===== src/alarm_status_consts.vh =====
// Functional notes
// - External alarm flag, bit 3, sets when the alarm pin is enabled and high
// - Over-temperature flag sets when die temperature reaches +150 C or more
// - Over-temperature flag reads zero whenever the local sensor is disabled
// - Over-temperature alarm releases only once temperature falls 8 C below trip or the local sensor is disabled
// - Temperature-high flag, bit 1, sets above the programmed upper threshold
// - Temperature-low flag, bit 0, sets below the programmed lower threshold
// - General bits 7..4 show range detect for groups D, C, B, A
// - Auto mode: idle bit 3, drops on trigger, returns on stop
// - Direct mode: idle bit drops on trigger, returns when conversions complete
// - Global alarm bit 1 is the OR of every alarm flag
// - Global alarm stays set until the general status register is read
// - Data-available flag, bit 0, held clear in automatic mode
// - Direct mode: data-available 0 while converting, 1 when results ready
// - General status resets to 0x0c with reserved bit 2 reading one
// - Second alarm status resets to 0x00, upper four bits read zero
// - Temperature limit flags need N consecutive out-of-range checks before setting
// - Reading alarm status clears flags; persisting conditions set again at the next conversion cycle
`ifndef ALARM_STATUS_CONSTS_VH
`define ALARM_STATUS_CONSTS_VH

`define AW 8
`define DW 8

`define ADDR_CONTROL 8'h01
`define ADDR_COMMAND 8'h02
`define ADDR_ALARM_SECOND 8'h71
`define ADDR_GENERAL 8'h72
`define ADDR_UPPER_LO 8'h94
`define ADDR_UPPER_HI 8'h95
`define ADDR_LOWER_LO 8'h96
`define ADDR_LOWER_HI 8'h97
`define ADDR_IRQ_STATUS 8'ha0
`define ADDR_IRQ_MASK 8'ha1

`define RST_CONTROL 8'h04
`define RST_ALARM_SECOND 8'h00
`define RST_GENERAL 8'h0c
`define RST_UPPER 12'h7ff
`define RST_LOWER 12'h800
`define RST_IRQ_MASK 6'h00

`define CTL_DIRECT 0
`define CTL_EXT_EN 1
`define CTL_TEMP_EN 2
`define CTL_CONSEC_LO 4
`define CTL_CONSEC_HI 5
`define CMD_TRIGGER 0
`define CMD_STOP 1

`define ALR_LOW 0
`define ALR_HIGH 1
`define ALR_OVERTEMP 2
`define ALR_EXT 3
`define GEN_DATA_AVAIL 0
`define GEN_GLOBAL 1
`define GEN_RESERVED 2
`define GEN_IDLE 3
`define GEN_RANGE_LO 4

`define IRQ_DONE 4
`define IRQ_GLOBAL 5

`define TEMP_LSB_MDEGC 125
`define TRIP_DEGC 150
`define HYST_DEGC 8
`define TRIP_CODE (`TRIP_DEGC * 1000 / `TEMP_LSB_MDEGC)
`define HYST_CODE (`HYST_DEGC * 1000 / `TEMP_LSB_MDEGC)
`define RELEASE_CODE (`TRIP_CODE - `HYST_CODE)

`endif


===== src/consec_filter.v =====
`timescale 1ns/1ns
`default_nettype none
// Qualifies each condition bit after N consecutive checks out of range
module consec_filter #(
  parameter WIDTH = 2
) (
  input wire clk_in, // System clock
  input wire rst_n_in, // Synchronised reset, active low
  input wire check_in, // One check per conversion cycle
  input wire [1:0] n_minus1_in, // Required run length minus one
  input wire [WIDTH-1:0] cond_in, // Raw out-of-range conditions
  output reg [WIDTH-1:0] qual_out // Conditions that met the run length
);

  reg [1:0] run [0:WIDTH-1];
  integer i;

  always @(posedge clk_in or negedge rst_n_in) begin
    if (!rst_n_in) begin
      for (i = 0; i < WIDTH; i = i + 1) begin
        run[i] <= 2'h0;
      end
      qual_out <= {WIDTH{1'b0}};
    end else if (check_in) begin
      for (i = 0; i < WIDTH; i = i + 1) begin
        if (!cond_in[i]) begin
          run[i] <= 2'h0;
          qual_out[i] <= 1'b0;
        end else if (run[i] >= n_minus1_in) begin
          qual_out[i] <= 1'b1;
        end else begin
          run[i] <= run[i] + 2'h1;
          qual_out[i] <= 1'b0;
        end
      end
    end
  end

endmodule // consec_filter
`default_nettype wire


===== src/alarm_and_general_status.v =====
`timescale 1ns/1ns
`default_nettype none
`include "alarm_status_consts.vh"
module alarm_and_general_status (
  input wire sys_clk_in, // 100 MHz system clock
  input wire rst_n_in, // Asynchronous reset, active low
  input wire [`AW-1:0] addr_in, // Register address
  input wire [`DW-1:0] wr_data_in, // Register write data
  input wire wr_en_in, // Write strobe
  input wire rd_en_in, // Read strobe
  output reg [`DW-1:0] rd_data_out, // Read data, cycle after strobe
  input wire conv_cycle_in, // Pulse at the end of each conversion cycle
  input wire alarm_input_pin_in, // External alarm pin level
  input wire [11:0] die_temp_in, // Die temperature, twos complement
  input wire [11:0] local_temp_in, // Local sensor reading, twos complement
  input wire [3:0] range_detect_in, // Supply below threshold, groups D..A on 3..0
  input wire direct_done_in, // Pulse when direct conversions complete
  input wire [4:0] first_alarm_in, // Channel flags of the first alarm register
  output reg conv_trigger_out, // Pulse: start the converter
  output reg conv_stop_out, // Pulse: stop the converter
  output reg global_alarm_out, // Copy of the global alarm bit
  output reg irq_out // Level interrupt
);

  reg rst_meta;
  reg rst_sync;
  reg [`DW-1:0] control;
  reg [11:0] upper_thresh;
  reg [11:0] lower_thresh;
  reg [3:0] alarm_flags;
  reg overtemp_active;
  reg conv_idle;
  reg data_avail;
  reg global_alarm;
  reg [3:0] range_detect;
  reg [5:0] irq_status;
  reg [5:0] irq_mask;
  reg [3:0] next_flags;
  reg next_overtemp_active;
  reg next_global;
  reg [5:0] events;
  reg [`DW-1:0] next_rd_data;
  reg [5:0] next_irq_status;
  wire [1:0] qual;
  wire direct_mode;
  wire ext_en;
  wire temp_en;
  wire wr_ctl;
  wire wr_cmd;
  wire rd_alarm;
  wire rd_general;
  wire wr_irq_status;
  wire any_alarm;
  wire [7:0] alarm_view;
  wire [7:0] general_view;
  wire above_upper;
  wire below_lower;
  wire cmd_trigger;
  wire cmd_stop;

  // Limits cut to the sensor width; the macros are plain integers
  localparam [31:0] TRIP_WIDE = `TRIP_CODE;
  localparam [31:0] RELEASE_WIDE = `RELEASE_CODE;
  localparam [11:0] TRIP_LIMIT = TRIP_WIDE[11:0];
  localparam [11:0] RELEASE_LIMIT = RELEASE_WIDE[11:0];

  function signed_ge;
    input [11:0] a;
    input [11:0] b;
    begin
      signed_ge = ($signed(a) >= $signed(b));
    end
  endfunction

  function hit;
    input [`AW-1:0] addr;
    input [`AW-1:0] target;
    begin
      hit = (addr == target);
    end
  endfunction

  // Limits are written a byte at a time; only the low nibble of the high byte is kept
  function [11:0] put_byte;
    input [11:0] old;
    input [`DW-1:0] data;
    input high;
    begin
      if (high) begin
        put_byte = {data[3:0], old[7:0]};
      end else begin
        put_byte = {old[11:8], data};
      end
    end
  endfunction

  // Reset released through two flops; assertion stays asynchronous
  always @(posedge sys_clk_in or negedge rst_n_in) begin
    if (!rst_n_in) begin
      rst_meta <= 1'b0;
      rst_sync <= 1'b0;
    end else begin
      rst_meta <= 1'b1;
      rst_sync <= rst_meta;
    end
  end

  assign direct_mode = control[`CTL_DIRECT];
  assign ext_en = control[`CTL_EXT_EN];
  assign temp_en = control[`CTL_TEMP_EN];
  assign wr_ctl = wr_en_in & hit(addr_in, `ADDR_CONTROL);
  assign wr_cmd = wr_en_in & hit(addr_in, `ADDR_COMMAND);
  assign rd_alarm = rd_en_in & hit(addr_in, `ADDR_ALARM_SECOND);
  assign rd_general = rd_en_in & hit(addr_in, `ADDR_GENERAL);
  assign wr_irq_status = wr_en_in & hit(addr_in, `ADDR_IRQ_STATUS);
  assign cmd_trigger = wr_cmd & wr_data_in[`CMD_TRIGGER];
  assign cmd_stop = wr_cmd & wr_data_in[`CMD_STOP];
  assign above_upper = ~signed_ge(upper_thresh, local_temp_in);
  assign below_lower = ~signed_ge(local_temp_in, lower_thresh);

  // Limit comparisons only count as alarms after the run filter
  consec_filter #(
    .WIDTH(2)
  ) u_filter (
    .clk_in(sys_clk_in),
    .rst_n_in(rst_sync),
    .check_in(conv_cycle_in & temp_en),
    .n_minus1_in(control[`CTL_CONSEC_HI:`CTL_CONSEC_LO]),
    .cond_in({above_upper, below_lower}),
    .qual_out(qual)
  );

  // Over-temperature hysteresis and flag updates
  always @* begin
    next_overtemp_active = overtemp_active;
    next_flags = alarm_flags;
    events = 6'h00;
    if (rd_alarm) begin
      next_flags = 4'h0;
    end
    if (conv_cycle_in) begin
      if (signed_ge(die_temp_in, TRIP_LIMIT)) begin
        next_overtemp_active = 1'b1;
      end else if (signed_ge(RELEASE_LIMIT, die_temp_in)) begin
        next_overtemp_active = 1'b0;
      end
      // Setting after the clear lets a persisting condition win over a read
      if (next_overtemp_active) begin
        next_flags[`ALR_OVERTEMP] = 1'b1;
        events[`ALR_OVERTEMP] = ~alarm_flags[`ALR_OVERTEMP];
      end
      if (ext_en && alarm_input_pin_in) begin
        next_flags[`ALR_EXT] = 1'b1;
        events[`ALR_EXT] = ~alarm_flags[`ALR_EXT];
      end
    end
    if (conv_cycle_in && qual[1]) begin
      next_flags[`ALR_HIGH] = 1'b1;
      events[`ALR_HIGH] = ~alarm_flags[`ALR_HIGH];
    end
    if (conv_cycle_in && qual[0]) begin
      next_flags[`ALR_LOW] = 1'b1;
      events[`ALR_LOW] = ~alarm_flags[`ALR_LOW];
    end
    if (!temp_en) begin
      next_overtemp_active = 1'b0;
      next_flags[`ALR_OVERTEMP] = 1'b0;
      next_flags[`ALR_HIGH] = 1'b0;
      next_flags[`ALR_LOW] = 1'b0;
      events[2:0] = 3'h0;
    end
    if (direct_mode && direct_done_in) begin
      events[`IRQ_DONE] = 1'b1;
    end
  end

  assign any_alarm = (|alarm_flags) | (|first_alarm_in);

  always @* begin
    next_global = global_alarm;
    if (rd_general) begin
      next_global = 1'b0;
    end
    if (any_alarm) begin
      next_global = 1'b1;
    end
  end

  always @(posedge sys_clk_in or negedge rst_sync) begin
    if (!rst_sync) begin
      alarm_flags <= 4'h0;
      overtemp_active <= 1'b0;
      global_alarm <= 1'b0;
      global_alarm_out <= 1'b0;
      range_detect <= 4'h0;
    end else begin
      alarm_flags <= next_flags;
      overtemp_active <= next_overtemp_active;
      global_alarm <= next_global;
      global_alarm_out <= next_global;
      range_detect <= range_detect_in;
    end
  end

  // Software registers
  always @(posedge sys_clk_in or negedge rst_sync) begin
    if (!rst_sync) begin
      control <= `RST_CONTROL;
      upper_thresh <= `RST_UPPER;
      lower_thresh <= `RST_LOWER;
      irq_mask <= `RST_IRQ_MASK;
    end else if (wr_en_in) begin
      if (wr_ctl) begin
        control <= wr_data_in;
      end
      // limits are taken as written, even if crossed
      if (hit(addr_in, `ADDR_UPPER_LO)) begin
        upper_thresh <= put_byte(upper_thresh, wr_data_in, 1'b0);
      end
      if (hit(addr_in, `ADDR_UPPER_HI)) begin
        upper_thresh <= put_byte(upper_thresh, wr_data_in, 1'b1);
      end
      if (hit(addr_in, `ADDR_LOWER_LO)) begin
        lower_thresh <= put_byte(lower_thresh, wr_data_in, 1'b0);
      end
      if (hit(addr_in, `ADDR_LOWER_HI)) begin
        lower_thresh <= put_byte(lower_thresh, wr_data_in, 1'b1);
      end
      if (hit(addr_in, `ADDR_IRQ_MASK)) begin
        irq_mask <= wr_data_in[5:0];
      end
    end
  end

  // Converter commands and idle tracking
  always @(posedge sys_clk_in or negedge rst_sync) begin
    if (!rst_sync) begin
      conv_trigger_out <= 1'b0;
      conv_stop_out <= 1'b0;
      conv_idle <= 1'b1;
      data_avail <= 1'b0;
    end else begin
      conv_trigger_out <= cmd_trigger;
      conv_stop_out <= cmd_stop;
      if (cmd_trigger) begin
        conv_idle <= 1'b0;
        data_avail <= 1'b0;
      end else if (!direct_mode) begin
        if (cmd_stop) begin
          conv_idle <= 1'b1;
        end
        data_avail <= 1'b0;
      end else if (direct_done_in) begin
        conv_idle <= 1'b1;
        data_avail <= 1'b1;
      end else if (cmd_stop) begin
        conv_idle <= 1'b1;
      end
    end
  end

  // Interrupt status: set wins over the write-one clear
  always @* begin
    next_irq_status = irq_status;
    if (wr_irq_status) begin
      next_irq_status = next_irq_status & ~wr_data_in[5:0];
    end
    next_irq_status = next_irq_status | events;
    if (next_global && !global_alarm) begin
      next_irq_status[`IRQ_GLOBAL] = 1'b1;
    end
  end

  // Interrupt output lags the status by a cycle so it stays a flop output
  always @(posedge sys_clk_in or negedge rst_sync) begin
    if (!rst_sync) begin
      irq_status <= 6'h00;
      irq_out <= 1'b0;
    end else begin
      irq_status <= next_irq_status;
      irq_out <= |(irq_status & irq_mask);
    end
  end

  assign alarm_view = {4'h0, alarm_flags};
  assign general_view = {range_detect, conv_idle, 1'b1, global_alarm, data_avail};

  always @* begin
    case (addr_in)
      `ADDR_CONTROL: next_rd_data = control;
      `ADDR_ALARM_SECOND: next_rd_data = alarm_view;
      `ADDR_GENERAL: next_rd_data = general_view;
      `ADDR_UPPER_LO: next_rd_data = upper_thresh[7:0];
      `ADDR_UPPER_HI: next_rd_data = {4'h0, upper_thresh[11:8]};
      `ADDR_LOWER_LO: next_rd_data = lower_thresh[7:0];
      `ADDR_LOWER_HI: next_rd_data = {4'h0, lower_thresh[11:8]};
      `ADDR_IRQ_STATUS: next_rd_data = {2'h0, irq_status};
      `ADDR_IRQ_MASK: next_rd_data = {2'h0, irq_mask};
      default: next_rd_data = 8'h00;
    endcase
  end

  // Read data stands only in the cycle after the strobe
  always @(posedge sys_clk_in or negedge rst_sync) begin
    if (!rst_sync) begin
      rd_data_out <= 8'h00;
    end else if (rd_en_in) begin
      rd_data_out <= next_rd_data;
    end else begin
      rd_data_out <= 8'h00;
    end
  end

endmodule // alarm_and_general_status
`default_nettype wire


===== config.mk =====
export PLATFORM = sky130hd
export DESIGN_NAME = alarm_and_general_status
export DESIGN_NICKNAME = d
export VERILOG_FILES = /design/src/consec_filter.v /design/src/alarm_and_general_status.v
export VERILOG_INCLUDE_DIRS = /design/src
export SDC_FILE = /design/constraint.sdc
export NUM_CORES = 1
export LEC_CHECK = 0
export BUFFER_PORTS_ARGS = -buffer_cell sky130_fd_sc_hd__buf_2
export CAP_MARGIN = 5
export CORE_UTILIZATION = 55
export DETAILED_ROUTE_END_ITERATION = 10
export PLACE_DENSITY = 0.77
export SLEW_MARGIN = 20
export SYNTH_ARGS = -nofsm -noshare
export SYNTH_HDL_FRONTEND = slang
export SYNTH_SLANG_ARGS = --single-unit

===== constraint.sdc =====
create_clock -name sys_clk_in -period 7.1 [get_ports sys_clk_in]
set_input_delay 0.71 -clock sys_clk_in [delete_from_list [all_inputs] [get_ports sys_clk_in]]
set_output_delay 0.71 -clock sys_clk_in [all_outputs]
set_load 0.02 [all_outputs]

==> metrics.txt, run 1 <==
first-pass iteration count of the detailed router 6; cell family with most CP delay simple AND/OR/NAND/NOR gates; share of the yosys chip area belonging to registers 46.3%; Max VDD drop 0.166 mV; max-cap viol count 0; ys async rst share 100%; diodes inserted 0; Final GP Congestion 0.909; fin. max-slew vios 0; reg2reg end u_filter.qual_out[1]$_DFFE_PN0P_; root buffer cell clkbuf_8; Rows 31; synthesized instance count 386; Clock Skew 0.00989 ns; critical-path cell list buf_2 > nor2b_1 > nand2_1 > nor2_2 > nand2_2 > mux2_1; worst rel slew slack 38.9%; DIE WIDTH 88.2 um; CP Launch Point addr_in[0]; number of remaining DRC errors 0; Clk pin slew, worst setup/hold paths 0.07 ns; CP Depth 6; post-cts resize count 0; Initial Util 56.7%; Required @ worst endpoint 7.33 ns; drt initial violations 283; synth warn 0; DR vias 3349; Setup-failing EPs final 0; Post-synth EDFFs 0; Tcrit/Tclk final 32.9%; clock net sink count 75; WP data arrival 2.57 ns; crit-path max cell delay 0.54 ns; initial antenna violation count 0; Max Freq 428 MHz; clk buf depth 2; Syn Area/Cell 10.6 sq um; crit path capture type register; leading cell types in the layout, fill and taps excluded 67 x buf_2, 60 x dfrtp_1, 40 x mux2_1; per-cell routed wire length 18.0 um; Final Util 65.8%; status finished clean; worst-path maximum fanout 12; # hold bufs at CTS 0; detailed-route wire length 10000 um; Critical R2R Launch upper_thresh[5]$_DFFE_PN1P_; Tot Pwr 0.000988 W; post-synthesis cell area 0.00409 sq mm; largest net degree at the start of global routing 74; Main synth FF type dfrtp_1; Post-Syn Nets 470; I/O Buffers 67; Fin. Hold Viols 0; Post-Layout Cell Count 558; Yosys cell types 53; detailed-route vias per instance 6.00; first-pass GRT wire length 16100 um; pwr dens 208 mW/mm^2; crit start category input pin; global route total overflow 0; Worst-Margin Slew 0.917 ns; vias in the first global route 3283; height of the die 88.2 um; critical path class in -> reg; Area Overhead vs Synth 16.1%; Post-DP HPWL 7550 um; RSZ-0062 raised after global routing no; CP Capture Point control[0]$_DFFE_PN0P_; area of the core 0.00721 sq mm; io pins 68; setup bufs post-CTS 0; Layout Nets 538; share of post-route cells with drive strength above 1 23.3%; Worst path slowest cell nor2b_1; TritonCTS clock tree yes; minimum clock period 2.34 ns; commonest non-fill, non-tap cell in the layout buf_2; placed insts 542; setup TNS 0 ns; GRT Util Overall 27.8%; P_leak 2.32 nW; R2R depth 6; flops & latches, synth 75; die area 0.00778 sq mm; CTS buffer count 9; Hold Path Class in -> async; Skew-Pair Late Insertion Delay 0.35 ns; H-tree depth 3; number of routed nets with antenna violations 0; register-to-register setup slack 4.82 ns; WP buf/inv 1
## per-layer routing
layer,global-route usage [%],up-vias,share of wire (%)
met5,0,-,0
li1,-,1536,-
met2,47.7,145,50
met4,7.92,0,1.8
met3,6.62,20,6.2
met1,35.2,1648,42
## report_power, final
part | internal [W] | switching, W | total (W)
logic | 0.0000470 | 0.0000624 | 0.000109
registers | 0.000459 | 0.0000252 | 0.000484
clock network | 0.000242 | 0.000153 | 0.000395
## stage by stage
stage                     hold slack, ns  instance area (sq um)  worst slack (ns)
after global placement             0.341                   4500              4.50
after detailed placement           0.346                   4500              4.45
after CTS                          0.124                   4750              4.82
final                              0.133                   4750              4.76
after global routing               0.119                   4750              4.64
after floorplan                    0.331                   4090              4.76
## flip-flops by register name, summed over array words and instances (netlist names), 2 cells and up
signal / count
lower_thresh: 12
irq_status: 6
u_filter.qual_out: 2
irq_mask: 6
upper_thresh: 12
rd_data_out: 8
range_detect: 4
u_filter.run: 4
alarm_flags: 4
control: 8
## how the worst min path moves through the flow
| stage | start | cells past startpoint | slack (ns) | endpoint |
|---|---|---|---|---|
| 4_1_cts | rst_n_in | 1 | 0.12 | rst_sync$_DFF_PN0_ |
| 5_1_grt | rst_n_in | 1 | 0.12 | rst_meta$_DFF_PN0_ |
| 2_1_floorplan | rst_meta$_DFF_PN0_ | 0 | 0.33 | rst_sync$_DFF_PN0_ |
| 3_3_place_gp | rst_meta$_DFF_PN0_ | 0 | 0.34 | rst_sync$_DFF_PN0_ |
| 6_report | rst_n_in | 1 | 0.13 | rst_sync$_DFF_PN0_ |
| 3_5_place_dp | rst_meta$_DFF_PN0_ | 0 | 0.35 | rst_sync$_DFF_PN0_ |
## final cells by class
cell class                      count  area [sq um]
Sequential cell                    75          1900
Multi-Input combinational cell    268          2020
Fill cell                         595          2470
Clock buffer                       11           141
Inverter                           32           120
Clock inverter                      5           100
Tap cell                           99           124
Timing Repair Buffer               68           343
## cells in the mapped netlist (all sizes together) (2+ instances only)
cell type / count / area, sq um
dfrtp: 61 / 1530
mux2: 40 / 450
nand2: 40 / 155
inv: 32 / 120
ha: 28 / 350
a21oi: 19 / 95.1
a22oi: 14 / 105
dfstp: 14 / 368
o21ai: 14 / 70.1
nand3: 12 / 65.1
nor2: 10 / 40.0
a22o: 9 / 78.8
buf: 8 / 41.3
nor3: 8 / 40.0
and2: 7 / 43.8
nand4: 6 / 37.5
nor2b: 6 / 37.5
a21o: 5 / 37.5
and3: 5 / 31.3
nand2b: 5 / 31.3
a31oi: 4 / 25.0
mux2i: 4 / 40.0
o211ai: 4 / 30.0
clkbuf: 3 / 11.3
a211oi: 2 / 15.0
a222oi: 2 / 20.0
a32oi: 2 / 17.5
nor4: 2 / 12.5
o31ai: 2 / 15.0
o41ai: 2 / 43.8
or3: 2 / 12.5
## logic make-up (layout without fill, tap and decap cells)
kind of cell / after synthesis / in the layout / share of synthesized area, %
compound gates: 83 / 83 / 14.6
buf+inv: 43 / 116 / 4.22
fa+ha+maj: 28 / 28 / 8.57
other cells: 1 / 1 / 0.0917
mux: 44 / 44 / 12.0
simple gates: 112 / 112 / 14.2
flops: 75 / 75 / 46.3
Power figures use the tool's default switching activity.
==> inputs of run 2 (changes only) <==
clock period = 2.35 ns   (was 7.1 ns; I/O delays follow)
==> run 2 against run 1 <==
Net effect: clock skew is essentially flat; via count decreased by 0.78%; total power grew to 2.8 times the previous value; utilization up 0.95 points; die area did not move; setup slack worse by 4.6 ns; largest cell class unchanged.
==> metrics.txt, run 2 (synthesized netlist as in run 1, its figures left out) <==
status finished clean; global route total overflow 0; number of routed nets with antenna violations 0; setup TNS 0 ns; GRT Util Overall 28.5%; I/O Buffers 67; io pins 68; clk buf depth 2; height of the die 88.2 um; P_leak 2.37 nW; DIE WIDTH 88.2 um; WP data arrival 2.47 ns; pwr dens 565 mW/mm^2; Max Freq 456 MHz; per-cell routed wire length 17.9 um; Max VDD drop 0.381 mV; CP Capture Point u_filter.qual_out[1]$_DFFE_PN0P_; RSZ-0062 raised after global routing no; diodes inserted 0; leading cell types in the layout, fill and taps excluded 67 x buf_2, 60 x dfrtp_1, 39 x mux2_1; critical-path cell list ha_1 > nor2b_1 > o211ai_1 > a21oi_1 > o41ai_4 > mux2_4 > o31ai_2; initial antenna violation count 0; Post-Route M1 WL 4350 um; max layer used met4; Layout Nets 549; Rows 31; DR vias 3323; setup bufs post-CTS 0; Hold Path Class in -> reg; Critical R2R Launch upper_thresh[1]$_DFFE_PN1P_; first-pass GRT wire length 16100 um; largest net degree at the start of global routing 42; critical path class reg -> reg; die area 0.00778 sq mm; Final GP Congestion 0.889; worst-path maximum fanout 3; CP Launch Point upper_thresh[1]$_DFFE_PN1P_; fin. max-slew vios 0; Clock Skew 0.0102 ns; DP Area 0.00456 sq mm; share of post-route cells with drive strength above 1 24.9%; crit start category register; area of the core 0.00721 sq mm; TritonCTS clock tree yes; Required @ worst endpoint 2.62 ns; clock net sink count 75; crit-path max cell delay 0.54 ns; R2R depth 7; Met2 Routed Length 4890 um; minimum clock period 2.19 ns; Tcrit/Tclk final 93.3%; worst rel slew slack 60.8%; drt initial violations 240; Fin. Hold Viols 0; Initial Util 56.7%; H-tree depth 3; top flop regs lower_thresh (12), upper_thresh (12); Met3 Wirelength 593 um; crit path capture type register; root buffer cell clkbuf_8; vias in the first global route 3311; CTS buffer count 9; reg2reg end u_filter.qual_out[1]$_DFFE_PN0P_; commonest non-fill, non-tap cell in the layout buf_2; max-cap viol count 0; register-to-register setup slack 0.16 ns; Worst-Margin Slew 0.586 ns; finished layout cell area 0.00481 sq mm; Post-DP HPWL 7740 um; first-pass iteration count of the detailed router 5; Worst path slowest cell dfstp_2; Area Overhead vs Synth 17.7%; detailed-route wire length 10200 um; Clk pin slew, worst setup/hold paths 0.09 ns; Skew-Pair Late Insertion Delay 0.36 ns; detailed-route vias per instance 5.84; number of remaining DRC errors 0; Setup-failing EPs final 0
## run 2: layout make-up
| type | instances | area (sq um) |
|---|---|---|
| fillers | 581 | 2400 |
| multi-input cells | 268 | 2050 |
| flip-flops and latches | 75 | 1900 |
| repair buffers | 79 | 450 |
| clock buffers | 10 | 138 |
| well taps | 99 | 124 |
| inverters | 32 | 120 |
| clock inverters | 6 | 40.0 |
## run 2: through the flow
step / power (W) / utilization, % / instances / hold slack, ns / setup slack [ns]
3_3_place_gp: 0.00180 / 63.2 / 548 / 0.0202 / 0.166
2_1_floorplan: 0.00166 / - / 386 / -0.0606 / 0.131
6_report: 0.00272 / 66.7 / 569 / 0.119 / 0.156
4_1_cts: 0.00272 / 66.4 / 569 / 0.107 / 0.00608
3_5_place_dp: 0.00182 / 63.2 / 548 / 0.0216 / 0.0310
5_1_grt: 0.00284 / 66.7 / 569 / 0.124 / 0.0162
## run 2: worst min path at each step
| stage | endpoint | depth (start not counted) | startpoint | slack (ns) |
|---|---|---|---|---|
| floorplan | rst_meta$_DFF_PN0_ | 0 | rst_n_in | -0.06 |
| global route | control[6]$_DFFE_PN0P_ | 2 | wr_data_in[6] | 0.12 |
| detailed placement | rst_meta$_DFF_PN0_ | 1 | rst_n_in | 0.02 |
| global placement | rst_meta$_DFF_PN0_ | 1 | rst_n_in | 0.02 |
| CTS | lower_thresh[6]$_DFFE_PN0P_ | 2 | wr_data_in[6] | 0.11 |
| finish | lower_thresh[6]$_DFFE_PN0P_ | 2 | wr_data_in[6] | 0.12 |
## run 2: worst max-delay path, delay by kind of cell, from the launching register on
| kind | cells | cell delay, ns |
|---|---|---|
| AO/OA/AOI/OAI | 4 | 0.86 |
| flip-flops | 1 | 0.54 |
| multiplexers | 1 | 0.35 |
| adder cells (fa/ha/maj) | 1 | 0.23 |
| AND/OR/NAND/NOR | 1 | 0.13 |
## run 2: report_power, final
group          total (W)  switching (W)  internal (W)  leakage [nW]
Combinational   0.000349       0.000192      0.000157          1.31
Sequential       0.00146      0.0000781       0.00139         0.961
Clock           0.000906       0.000495      0.000412        0.0924
## run 2: repair_timing
action / CTS / global route
setup endpoints to repair: 0 / 1
gates resized for setup: 0 / 5
hold buffers: 5 / 0
endpoints found under the hold margin: 6 / 0
## run 2: per-layer routing
layer  track usage, %  vias up
met2             46.4      128
li1                 -     1567
met1             36.3     1604
met5                0        -
met3             5.97       24
met4             14.1        0
